[src/design/scem_pkg.sv]
// ****************************************************************
// Shared constants and types of the sensor control expander.
// ****************************************************************
package scem_pkg;

    // ****************************************************************
    // Bus addresses and expander pointer codes.
    // ****************************************************************
    // Seven-bit target address of the port expander.
    localparam logic [6:0] SCEM_EXP_ADDR    = 7'h20;
    // Seven-bit target address of the sensor clock generator window.
    localparam logic [6:0] SCEM_CLK_ADDR    = 7'h70;
    // Pointer that reads the live pin levels.
    localparam logic [7:0] SCEM_PTR_INPUT   = 8'h00;
    // Pointer that reads and writes the output port.
    localparam logic [7:0] SCEM_PTR_OUTPUT  = 8'h01;
    // Pointer that reads the fixed direction map.
    localparam logic [7:0] SCEM_PTR_CONFIG  = 8'h03;
    // Direction map: only the strobe bit is an input.
    localparam logic [7:0] SCEM_CONFIG_VAL  = 8'h80;
    // Output port after reset: power off, sensor held in reset.
    localparam logic [7:0] SCEM_PORT_RESET  = 8'h00;
    // Read value of any pointer that names no register.
    localparam logic [7:0] SCEM_UNMAPPED    = 8'h00;
    // Data bits in one bus byte.
    localparam logic [3:0] SCEM_BYTE_BITS   = 4'h8;
    // Number of pin inputs that pass the synchroniser.
    localparam int         SCEM_SYNC_WIDTH  = 4;

    // ****************************************************************
    // Expander port layout, bit 7 down to bit 0.
    // ****************************************************************
    typedef struct packed {
        logic strobe_in;                 // Bit 7, input only.
        logic trig_source_select;        // Bit 6, 1 selects external.
        logic trig_invert;               // Bit 5, 1 inverts trigger.
        logic aux_output_source_select;  // Bit 4, 1 selects level bit.
        logic aux_output_drive_type;     // Bit 3, 1 is push-pull.
        logic aux_output_level_bit;      // Bit 2.
        logic sensor_reset_release;      // Bit 1, 0 holds reset.
        logic sensor_supply_enable;      // Bit 0, 1 powers sensor.
    } scem_port_t;

    // Pin inputs that are synchronised before the logic reads them.
    typedef struct packed {
        logic scl;
        logic sda;
        logic strobe;
        logic overcurrent;
    } scem_pins_t;

    // Serial target states, Gray coded along the usual path.
    typedef enum logic [2:0] {
        SCEM_IDLE     = 3'h0,
        SCEM_ADDR     = 3'h1,
        SCEM_ADDR_ACK = 3'h3,
        SCEM_WR       = 3'h2,
        SCEM_WR_ACK   = 3'h6,
        SCEM_RD       = 3'h7,
        SCEM_RD_ACK   = 3'h5
    } scem_state_t;

endpackage : scem_pkg

[src/design/scem_expander.sv]
`timescale 1ns/10ps
module scem_expander (
    // Clock and reset.
    input  wire logic       clock,
    input  wire logic       nrst,
    // Serial control bus, open-drain data.
    input  wire logic       i2c_scl,
    input  wire logic       i2c_sda_in,
    output logic            i2c_sda_out,
    output logic            i2c_sda_oe,
    // Sensor side of the flex cable.
    input  wire logic       sensor_strobe,
    output logic            sensor_supply_enable,
    output logic            sensor_reset_n,
    output logic            sensor_trigger,
    // Auxiliary connector and lamps.
    input  wire logic       ext_trigger_in,
    input  wire logic       aux_overcurrent,
    output logic            aux_output_pin_out,
    output logic            aux_output_pin_oe,
    output logic            green_status_lamp,
    output logic            red_overcurrent_lamp,
    // Clock generator register window.
    output logic [7:0]      clkgen_addr,
    output logic [7:0]      clkgen_wdata,
    output logic            clkgen_wr,
    input  wire logic [7:0] clkgen_rdata
);

    // ****************************************************************
    // Pin synchronisation.
    // ****************************************************************
    scem_pkg::scem_pins_t pins_raw;
    scem_pkg::scem_pins_t pins;

    // Bus lines, strobe and overcurrent sense pass two flops first.
    assign pins_raw.scl         = i2c_scl;
    assign pins_raw.sda         = i2c_sda_in;
    assign pins_raw.strobe      = sensor_strobe;
    assign pins_raw.overcurrent = aux_overcurrent;

    scem_sync #(
        .WIDTH (scem_pkg::SCEM_SYNC_WIDTH)
    ) u_sync (
        .clock    (clock),
        .nrst     (nrst),
        .async_in (pins_raw),
        .sync_out (pins)
    );

    // ****************************************************************
    // Bus edge and condition detection.
    // ****************************************************************
    logic scl_prev;
    logic sda_prev;
    logic scl_rise;
    logic scl_fall;
    logic start_cond;
    logic stop_cond;

    // Previous synchronised levels, for edge detection.
    always_ff @(posedge clock or negedge nrst) begin
        if (!nrst) begin
            scl_prev <= 1'b1;
            sda_prev <= 1'b1;
        end else begin
            scl_prev <= pins.scl;
            sda_prev <= pins.sda;
        end
    end

    // Data changing while the clock is high marks start or stop.
    assign scl_rise   = pins.scl & ~scl_prev;
    assign scl_fall   = ~pins.scl & scl_prev;
    assign start_cond = pins.scl & scl_prev & sda_prev & ~pins.sda;
    assign stop_cond  = pins.scl & scl_prev & ~sda_prev & pins.sda;

    // ****************************************************************
    // Serial target state.
    // ****************************************************************
    scem_pkg::scem_state_t state;
    scem_pkg::scem_state_t next_state;
    scem_pkg::scem_port_t  port;
    scem_pkg::scem_port_t  next_port;
    logic [3:0]            bit_cnt;
    logic [3:0]            next_bit_cnt;
    logic [7:0]            shift;
    logic [7:0]            next_shift;
    logic                  sda_oe;
    logic                  next_sda_oe;
    logic                  to_clkgen;
    logic                  next_to_clkgen;
    logic                  is_read;
    logic                  next_is_read;
    logic                  first_byte;
    logic                  next_first_byte;
    logic                  host_nack;
    logic                  next_host_nack;
    logic [7:0]            pointer;
    logic [7:0]            next_pointer;
    logic [7:0]            clk_addr;
    logic [7:0]            next_clk_addr;
    logic [7:0]            clk_wdata;
    logic [7:0]            next_clk_wdata;
    logic                  clk_wr;
    logic                  next_clk_wr;
    logic [7:0]            rd_byte;

    // Byte to send: live pins, output port, direction map or clock window.
    always_comb begin
        if (to_clkgen) begin
            rd_byte = clkgen_rdata;
        end else begin
            unique case (pointer)
                scem_pkg::SCEM_PTR_INPUT:  rd_byte = {pins.strobe, port[6:0]};
                scem_pkg::SCEM_PTR_OUTPUT: rd_byte = {1'b0, port[6:0]};
                scem_pkg::SCEM_PTR_CONFIG: rd_byte = scem_pkg::SCEM_CONFIG_VAL;
                default:                   rd_byte = scem_pkg::SCEM_UNMAPPED;
            endcase
        end
    end

    // Next-state logic: bits sampled on clock rise, data changed on fall.
    always_comb begin
        next_state      = state;
        next_port       = port;
        next_bit_cnt    = bit_cnt;
        next_shift      = shift;
        next_sda_oe     = sda_oe;
        next_to_clkgen  = to_clkgen;
        next_is_read    = is_read;
        next_first_byte = first_byte;
        next_host_nack  = host_nack;
        next_pointer    = pointer;
        next_clk_addr   = clk_addr;
        next_clk_wdata  = clk_wdata;
        next_clk_wr     = 1'b0;
        if (start_cond) begin
            next_state   = scem_pkg::SCEM_ADDR;
            next_bit_cnt = '0;
            next_sda_oe  = 1'b0;
        end else if (stop_cond) begin
            next_state  = scem_pkg::SCEM_IDLE;
            next_sda_oe = 1'b0;
        end else begin
            unique case (state)
                scem_pkg::SCEM_IDLE: begin
                    next_sda_oe = 1'b0;
                end
                scem_pkg::SCEM_ADDR: begin
                    if (scl_rise) begin
                        next_shift   = {shift[6:0], pins.sda};
                        next_bit_cnt = bit_cnt + 4'h1;
                    end else if (scl_fall && bit_cnt == scem_pkg::SCEM_BYTE_BITS) begin
                        next_is_read   = shift[0];
                        next_to_clkgen = (shift[7:1] == scem_pkg::SCEM_CLK_ADDR);
                        if (shift[7:1] == scem_pkg::SCEM_EXP_ADDR ||
                            shift[7:1] == scem_pkg::SCEM_CLK_ADDR) begin
                            next_state  = scem_pkg::SCEM_ADDR_ACK;
                            next_sda_oe = 1'b1;
                        end else begin
                            next_state = scem_pkg::SCEM_IDLE;
                        end
                    end
                end
                scem_pkg::SCEM_ADDR_ACK: begin
                    if (scl_fall) begin
                        next_bit_cnt    = '0;
                        next_first_byte = 1'b1;
                        if (is_read) begin
                            next_state  = scem_pkg::SCEM_RD;
                            next_shift  = rd_byte;
                            next_sda_oe = ~rd_byte[7];
                        end else begin
                            next_state  = scem_pkg::SCEM_WR;
                            next_sda_oe = 1'b0;
                        end
                    end
                end
                scem_pkg::SCEM_WR: begin
                    if (scl_rise) begin
                        next_shift   = {shift[6:0], pins.sda};
                        next_bit_cnt = bit_cnt + 4'h1;
                    end else if (scl_fall && bit_cnt == scem_pkg::SCEM_BYTE_BITS) begin
                        next_state      = scem_pkg::SCEM_WR_ACK;
                        next_sda_oe     = 1'b1;
                        if (first_byte) begin
                            next_pointer  = to_clkgen ? pointer : shift;
                            next_clk_addr = to_clkgen ? shift : clk_addr;
                        end else if (to_clkgen) begin
                            next_clk_wdata = shift;
                            next_clk_wr    = 1'b1;
                        end else if (pointer == scem_pkg::SCEM_PTR_OUTPUT) begin
                            next_port           = shift;
                            next_port.strobe_in = 1'b0;
                        end
                    end
                end
                scem_pkg::SCEM_WR_ACK: begin
                    if (scl_fall) begin
                        next_state      = scem_pkg::SCEM_WR;
                        next_sda_oe     = 1'b0;
                        next_bit_cnt    = '0;
                        next_first_byte = 1'b0;
                        // The address byte itself must not advance the window address.
                        if (to_clkgen && !first_byte) begin
                            next_clk_addr = clk_addr + 8'h01;
                        end
                    end
                end
                scem_pkg::SCEM_RD: begin
                    if (scl_rise) begin
                        next_bit_cnt = bit_cnt + 4'h1;
                    end else if (scl_fall) begin
                        if (bit_cnt == scem_pkg::SCEM_BYTE_BITS) begin
                            next_state  = scem_pkg::SCEM_RD_ACK;
                            next_sda_oe = 1'b0;
                            if (to_clkgen) begin
                                next_clk_addr = clk_addr + 8'h01;
                            end
                        end else begin
                            next_shift  = {shift[6:0], 1'b0};
                            next_sda_oe = ~shift[6];
                        end
                    end
                end
                scem_pkg::SCEM_RD_ACK: begin
                    if (scl_rise) begin
                        next_host_nack = pins.sda;
                    end else if (scl_fall) begin
                        next_bit_cnt = '0;
                        if (host_nack) begin
                            next_state = scem_pkg::SCEM_IDLE;
                        end else begin
                            next_state  = scem_pkg::SCEM_RD;
                            next_shift  = rd_byte;
                            next_sda_oe = ~rd_byte[7];
                        end
                    end
                end
                default: begin
                    next_state  = scem_pkg::SCEM_IDLE;
                    next_sda_oe = 1'b0;
                end
            endcase
        end
    end

    // Registers of the serial target and the output port.
    always_ff @(posedge clock or negedge nrst) begin
        if (!nrst) begin
            state      <= scem_pkg::SCEM_IDLE;
            port       <= scem_pkg::SCEM_PORT_RESET;
            bit_cnt    <= '0;
            shift      <= '0;
            sda_oe     <= 1'b0;
            to_clkgen  <= 1'b0;
            is_read    <= 1'b0;
            first_byte <= 1'b0;
            host_nack  <= 1'b0;
            pointer    <= scem_pkg::SCEM_PTR_INPUT;
            clk_addr   <= '0;
            clk_wdata  <= '0;
            clk_wr     <= 1'b0;
        end else begin
            state      <= next_state;
            port       <= next_port;
            bit_cnt    <= next_bit_cnt;
            shift      <= next_shift;
            sda_oe     <= next_sda_oe;
            to_clkgen  <= next_to_clkgen;
            is_read    <= next_is_read;
            first_byte <= next_first_byte;
            host_nack  <= next_host_nack;
            pointer    <= next_pointer;
            clk_addr   <= next_clk_addr;
            clk_wdata  <= next_clk_wdata;
            clk_wr     <= next_clk_wr;
        end
    end

    // Open-drain data: the target only ever pulls low.
    assign i2c_sda_out = 1'b0;
    assign i2c_sda_oe  = sda_oe;

    // Clock generator window, one pulse per data byte written.
    assign clkgen_addr  = clk_addr;
    assign clkgen_wdata = clk_wdata;
    assign clkgen_wr    = clk_wr;

    // ****************************************************************
    // Sensor control and signal multiplexers.
    // ****************************************************************
    logic aux_source;

    // Power and reset follow their port bits straight from the flops.
    assign sensor_supply_enable = port.sensor_supply_enable;
    assign sensor_reset_n       = port.sensor_reset_release;

    // Trigger mux is pure logic so the sensor sees no added latency.
    assign sensor_trigger = port.trig_source_select
                          ? (ext_trigger_in ^ port.trig_invert)
                          : ~port.trig_invert;

    // Auxiliary pin source: raw strobe or the level bit.
    assign aux_source = port.aux_output_source_select
                      ? port.aux_output_level_bit
                      : sensor_strobe;

    // A low source always sinks; a high one drives only in push-pull.
    assign aux_output_pin_out = aux_source;
    assign aux_output_pin_oe  = ~aux_source | port.aux_output_drive_type;

    // Green lamp follows the level bit.
    assign green_status_lamp = port.aux_output_level_bit;

    // Red lamp: sensed overcurrent while the pin is driven high in push-pull.
    assign red_overcurrent_lamp = pins.overcurrent & port.aux_output_drive_type
                                & aux_source;

endmodule : scem_expander

[src/design/scem_sync.sv]
`timescale 1ns/10ps
// ****************************************************************
// Two flip-flop synchroniser bank, one chain per bit.
// ****************************************************************
module scem_sync #(
    parameter int WIDTH = 4
) (
    // Clock and reset.
    input  wire logic             clock,
    input  wire logic             nrst,
    // Asynchronous inputs and their synchronised copies.
    input  wire logic [WIDTH-1:0] async_in,
    output logic      [WIDTH-1:0] sync_out
);

    logic [WIDTH-1:0] stage_one;

    // Each bit passes two flops; only the second flop reads the first.
    genvar i;
    generate
        for (i = 0; i < WIDTH; i++) begin : g_bit
            always_ff @(posedge clock or negedge nrst) begin
                if (!nrst) begin
                    stage_one[i] <= 1'b0;
                    sync_out[i]  <= 1'b0;
                end else begin
                    stage_one[i] <= async_in[i];
                    sync_out[i]  <= stage_one[i];
                end
            end
        end
    endgenerate

endmodule : scem_sync

[config.mk]
export PLATFORM = sky130hd
export DESIGN_NAME = scem_expander
export DESIGN_NICKNAME = d
export VERILOG_FILES = /design/src/design/scem_pkg.sv /design/src/design/scem_expander.sv /design/src/design/scem_sync.sv
export SDC_FILE = /design/constraint.sdc
export NUM_CORES = 1
export LEC_CHECK = 0
export ABC_AREA = 1
export BUFFER_PORTS_ARGS = -buffer_cell sky130_fd_sc_hd__buf_4
export CORE_ASPECT_RATIO = 0.7
export CORE_UTILIZATION = 50
export CTS_BUF_LIST = sky130_fd_sc_hd__clkbuf_2
export CTS_CLUSTER_DIAMETER = 150
export DETAILED_ROUTE_END_ITERATION = 6
export HOLD_SLACK_MARGIN = 0.02
export PLACE_DENSITY = 0.7
export SLEW_MARGIN = 20
export SYNTH_ARGS = -nofsm -noshare
export SYNTH_HDL_FRONTEND = slang
export SYNTH_HIERARCHICAL = 1
export SYNTH_SLANG_ARGS = --single-unit
[constraint.sdc]
create_clock -name clock -period 5.1 [get_ports clock]
set_input_delay 1.02 -clock clock [delete_from_list [all_inputs] [get_ports clock]]
set_output_delay 1.02 -clock clock [all_outputs]
set_load 0.05 [all_outputs]
==> summary.md <==
| Metric | Value |
|---|---|
| Mapped Avg Cell Area | `7.911 sq um` |
| Clock Latency Late Sink | `roughly 0.51 ns` |
| GPL Wtd Cong | `approximately 0.9` |
| Netlist cell types | `37` |
| Core ar. | `6366 sq um` |
| CP max stage delay | `about 0.23 ns` |
| P_int | `872.7 uW` |
| Postcts setup bufs | `0` |
| Largest net degree at the start of global routing | `63` |
| Clock root buffer | `clkbuf_2` |
| Post-route setup TNS | `0 ns` |
| Post-route ant nets | `0` |
| Crit path top cell by count | `buf_4` |
| Unrepaired setup endpoints after global routing | `false` |
| Worst vdd ir | `approximately 0.00016 V` |
| Post-DP HPWL | `5872 um` |
| CP Cell Sequence | `buf_4, o21ai_0, or2_2, buf_4` |
| P_leak | `0.001993 uW` |
| Max-cap violations | `0` |
| Clk pwr share | `0.350` |
| Mux cell area share after synthesis | `0` |
| Max FO, Critical Path | `3` |
| Xor/xnor share of the synthesized area | `0.01552` |
| Synth Area in Adders | `0.01109` |
| Combinational share of power | `0.208` |
| Status | `finished, final reports clean` |
| Clk sinks | `62` |
| WP data arrival | `1.71 ns` |
| Row count | `24` |
| Min Clock Period, post-route | `between 2 and 3 ns` |
| Register share of total power | `0.442` |
| Final #Nets | `485` |
| Classification of the worst setup path | `input pin to output pin` |
| DRC | `0` |
| Starting Density | `0.5318` |
| Sw Share | `0.3351` |
| CP endpoint kind | `output pin` |
| Hold Buf Count CTS | `0` |
| Final hold viol count | `0` |
| Via count | `a little under 3000` |
| Routed WL per cell | `between 10 and 15 um` |
| Area Growth Syn to Fin | `15.00%` |
| Syn nets | `446` |
| Largest family of logic cells by synthesized area | `simple AND/OR/NAND/NOR gates` |
| Ant. Diodes | `0` |
| Sw power | `439.9 uW` |
| Crit path buf inv count | `2` |
| GRT Total Usage | `0.2516` |
| CTS Buf Count | `9` |
| Vias per inst | `between 5 and 6` |
| Die Height | `70.85 um` |
| Yosys top cell area share | `0.4435` |
| Total die area | `7110 sq um` |
| Final Cycle Share | `0.5359` |
| Hold WC Path Type | `flop to flop` |
| Crit path launch type | `input pin` |
| Flops & latches, synth | `62` |
| P per Cell Area | `337.1 nW/um^2` |
| Synth top area cells | `dfrtp_1 44%, nand2_1 17%, nand3_1 5.8%, inv_1 3.9%, o21ai_1 3.8%` |
| Starting DRT DRC Count | `199` |
| Post-Synth Simple-Gate Area | `0.3337` |
| CTS max path bufs | `2` |
| Max Slew Vio Count | `0` |
| Overall power | `roughly 1300 uW` |
| Register area | `1554 sq um` |
| Fmax achieved | `~0.37 GHz` |
| Clock Skews | `0.02935 ns` |
| # IOs | `41` |
| Mapped cell area | `3386 sq um` |
| Yosys Warn Count | `6` |
| Slowest CP cell | `o21ai_0` |
| Worst EP required | `4.08 ns` |
| Overflow left after global routing | `0` |
| CTS tree | `done` |
| Area of the multi-input gates | `1580 sq um` |
| IO buf count | `39` |
| Max_slew headroom | `0.4778` |
| Largest area contributor in the synthesized netlist | `dfrtp_1` |
| PostCTS Resize Cnt | `0` |
| Delay-heaviest family, CP | `buffers and inverters` |
| Compound-Gate Fraction of Synth Area | `0.1053` |
| First-pass detailed-route iteration total | `5` |
| Cells after Synth | `~430` |
| CTS clk-pin slew, worst paths | `~0.19 ns` |
| Slew @ Worst Pin | `0.7833 ns` |
| Number of global-route vias before repair | `2673` |
| Final setup fails | `0` |
| Antenna violations before repair | `0` |
| Final WL | `about 8000 um` |
| Post-synthesis sequential area ratio | `0.4590` |
| Layout cell share with drive strength beyond 1 | `0.1949` |
| Global-route wire length before repair | `around 14000 um` |
| FILL cells | `602` |
| Clock H-tree levels | `3` |
| Die W | `100.4 um` |
## cell type report
cell class,instances,area share
Clock buffer,9,0.01157
Clock inverter,7,0.03728
Inverter,42,0.04177
Multi-Input combinational cell,313,0.4058
Sequential cell,62,0.3991
Tap cell,91,0.02924
Timing Repair Buffer,39,0.07519
## stage by stage
step	instance area, sq um	hold slack (ns)	instances	utilization	setup slack (ns)
2_1_floorplan	3386	0.3312	428	-	2.308
3_3_place_gp	3704	0.3314	547	0.5818	2.386
3_5_place_dp	3704	0.3347	547	0.5818	2.359
4_1_cts	3894	0.3824	563	0.6116	2.350
5_1_grt	3894	0.3962	563	0.6116	2.262
6_report	3894	0.3784	563	0.6116	2.367
## worst paths after layout
kind | start | endpoint | slack [ns] | cells after the start
worst min register to register | u_sync/stage_one[2] | u_sync/sync_out[2] | 0.38 | 0
min in group asynchronous | nrst | clkgen_wdata[3] | 0.54 | 1
max in group asynchronous | nrst | host_nack | 4.01 | 1
worst min-delay path | u_sync/stage_one[2] | u_sync/sync_out[2] | 0.38 | 0
worst max register to register | state[1] | clkgen_addr[4] | 3.17 | 8
worst max-delay path | sensor_strobe | aux_output_pin_oe | 2.37 | 4
## Yosys cell counts, drive strengths merged
master and number:
clkbuf 2, nor2 22, a31oi 1, clkinv 1, and3 1, nand3 44, xor2 2, dfrtp 60
conb 1, o21ai 54, nor4 1, a21oi 10, or2 1, nand4 2, nand3b 4, ha 3
xnor2 4, dfstp 2, buf 9, inv 41, nor3 8, nand2 155
## placed cells by master, fill, tap and decap left out, types with 3 or more instances in the layout
master,netlist,routed
nor3_1,6,6
nand3_2,3,3
ha_1,3,3
nand3_1,39,39
o21ai_2,7,7
dfrtp_1,60,60
xnor2_1,4,4
a21oi_1,9,9
inv_2,6,6
nand2_1,149,149
inv_1,35,35
o21ai_1,26,26
nor2_1,18,18
buf_4,2,39
bufinv_16,0,4
clkbuf_2,0,9
o21ai_0,21,21
nand2_2,4,4
## sequential cells by signal, indices dropped and copies added (netlist names), 3 cells and up
register          flops
bit_cnt               4
clkgen_addr           8
clkgen_wdata          8
pointer               8
port                  4
shift                 8
state                 3
u_sync/stage_one      4
u_sync/sync_out       4
## logic make-up after synthesis
logic type	count (synthesis)
other	1
AO/OA/AOI/OAI	65
adder cells (fa/ha/maj)	3
flip-flops	62
buffers and inverters	53
XOR/XNOR	6
AND/OR/NAND/NOR	238
## power by group through the flow
stage	logic, uW	registers, uW	clock network [uW]
floorplan	185	580	0
global placement	264	587	0
detailed placement	270	588	0
CTS	271	579	470
global route	307	585	484
finish	273	580	459
## per-layer routing
| layer | GRT usage | wire length, um |
|---|---|---|
| met1 | 0.3886 | 4153 |
| met2 | 0.3569 | 3399 |
| met3 | 0.05336 | 419 |
| met4 | 0.06763 | 80 |
| met5 | 0 | 0 |
Power figures use the tool's default switching activity.
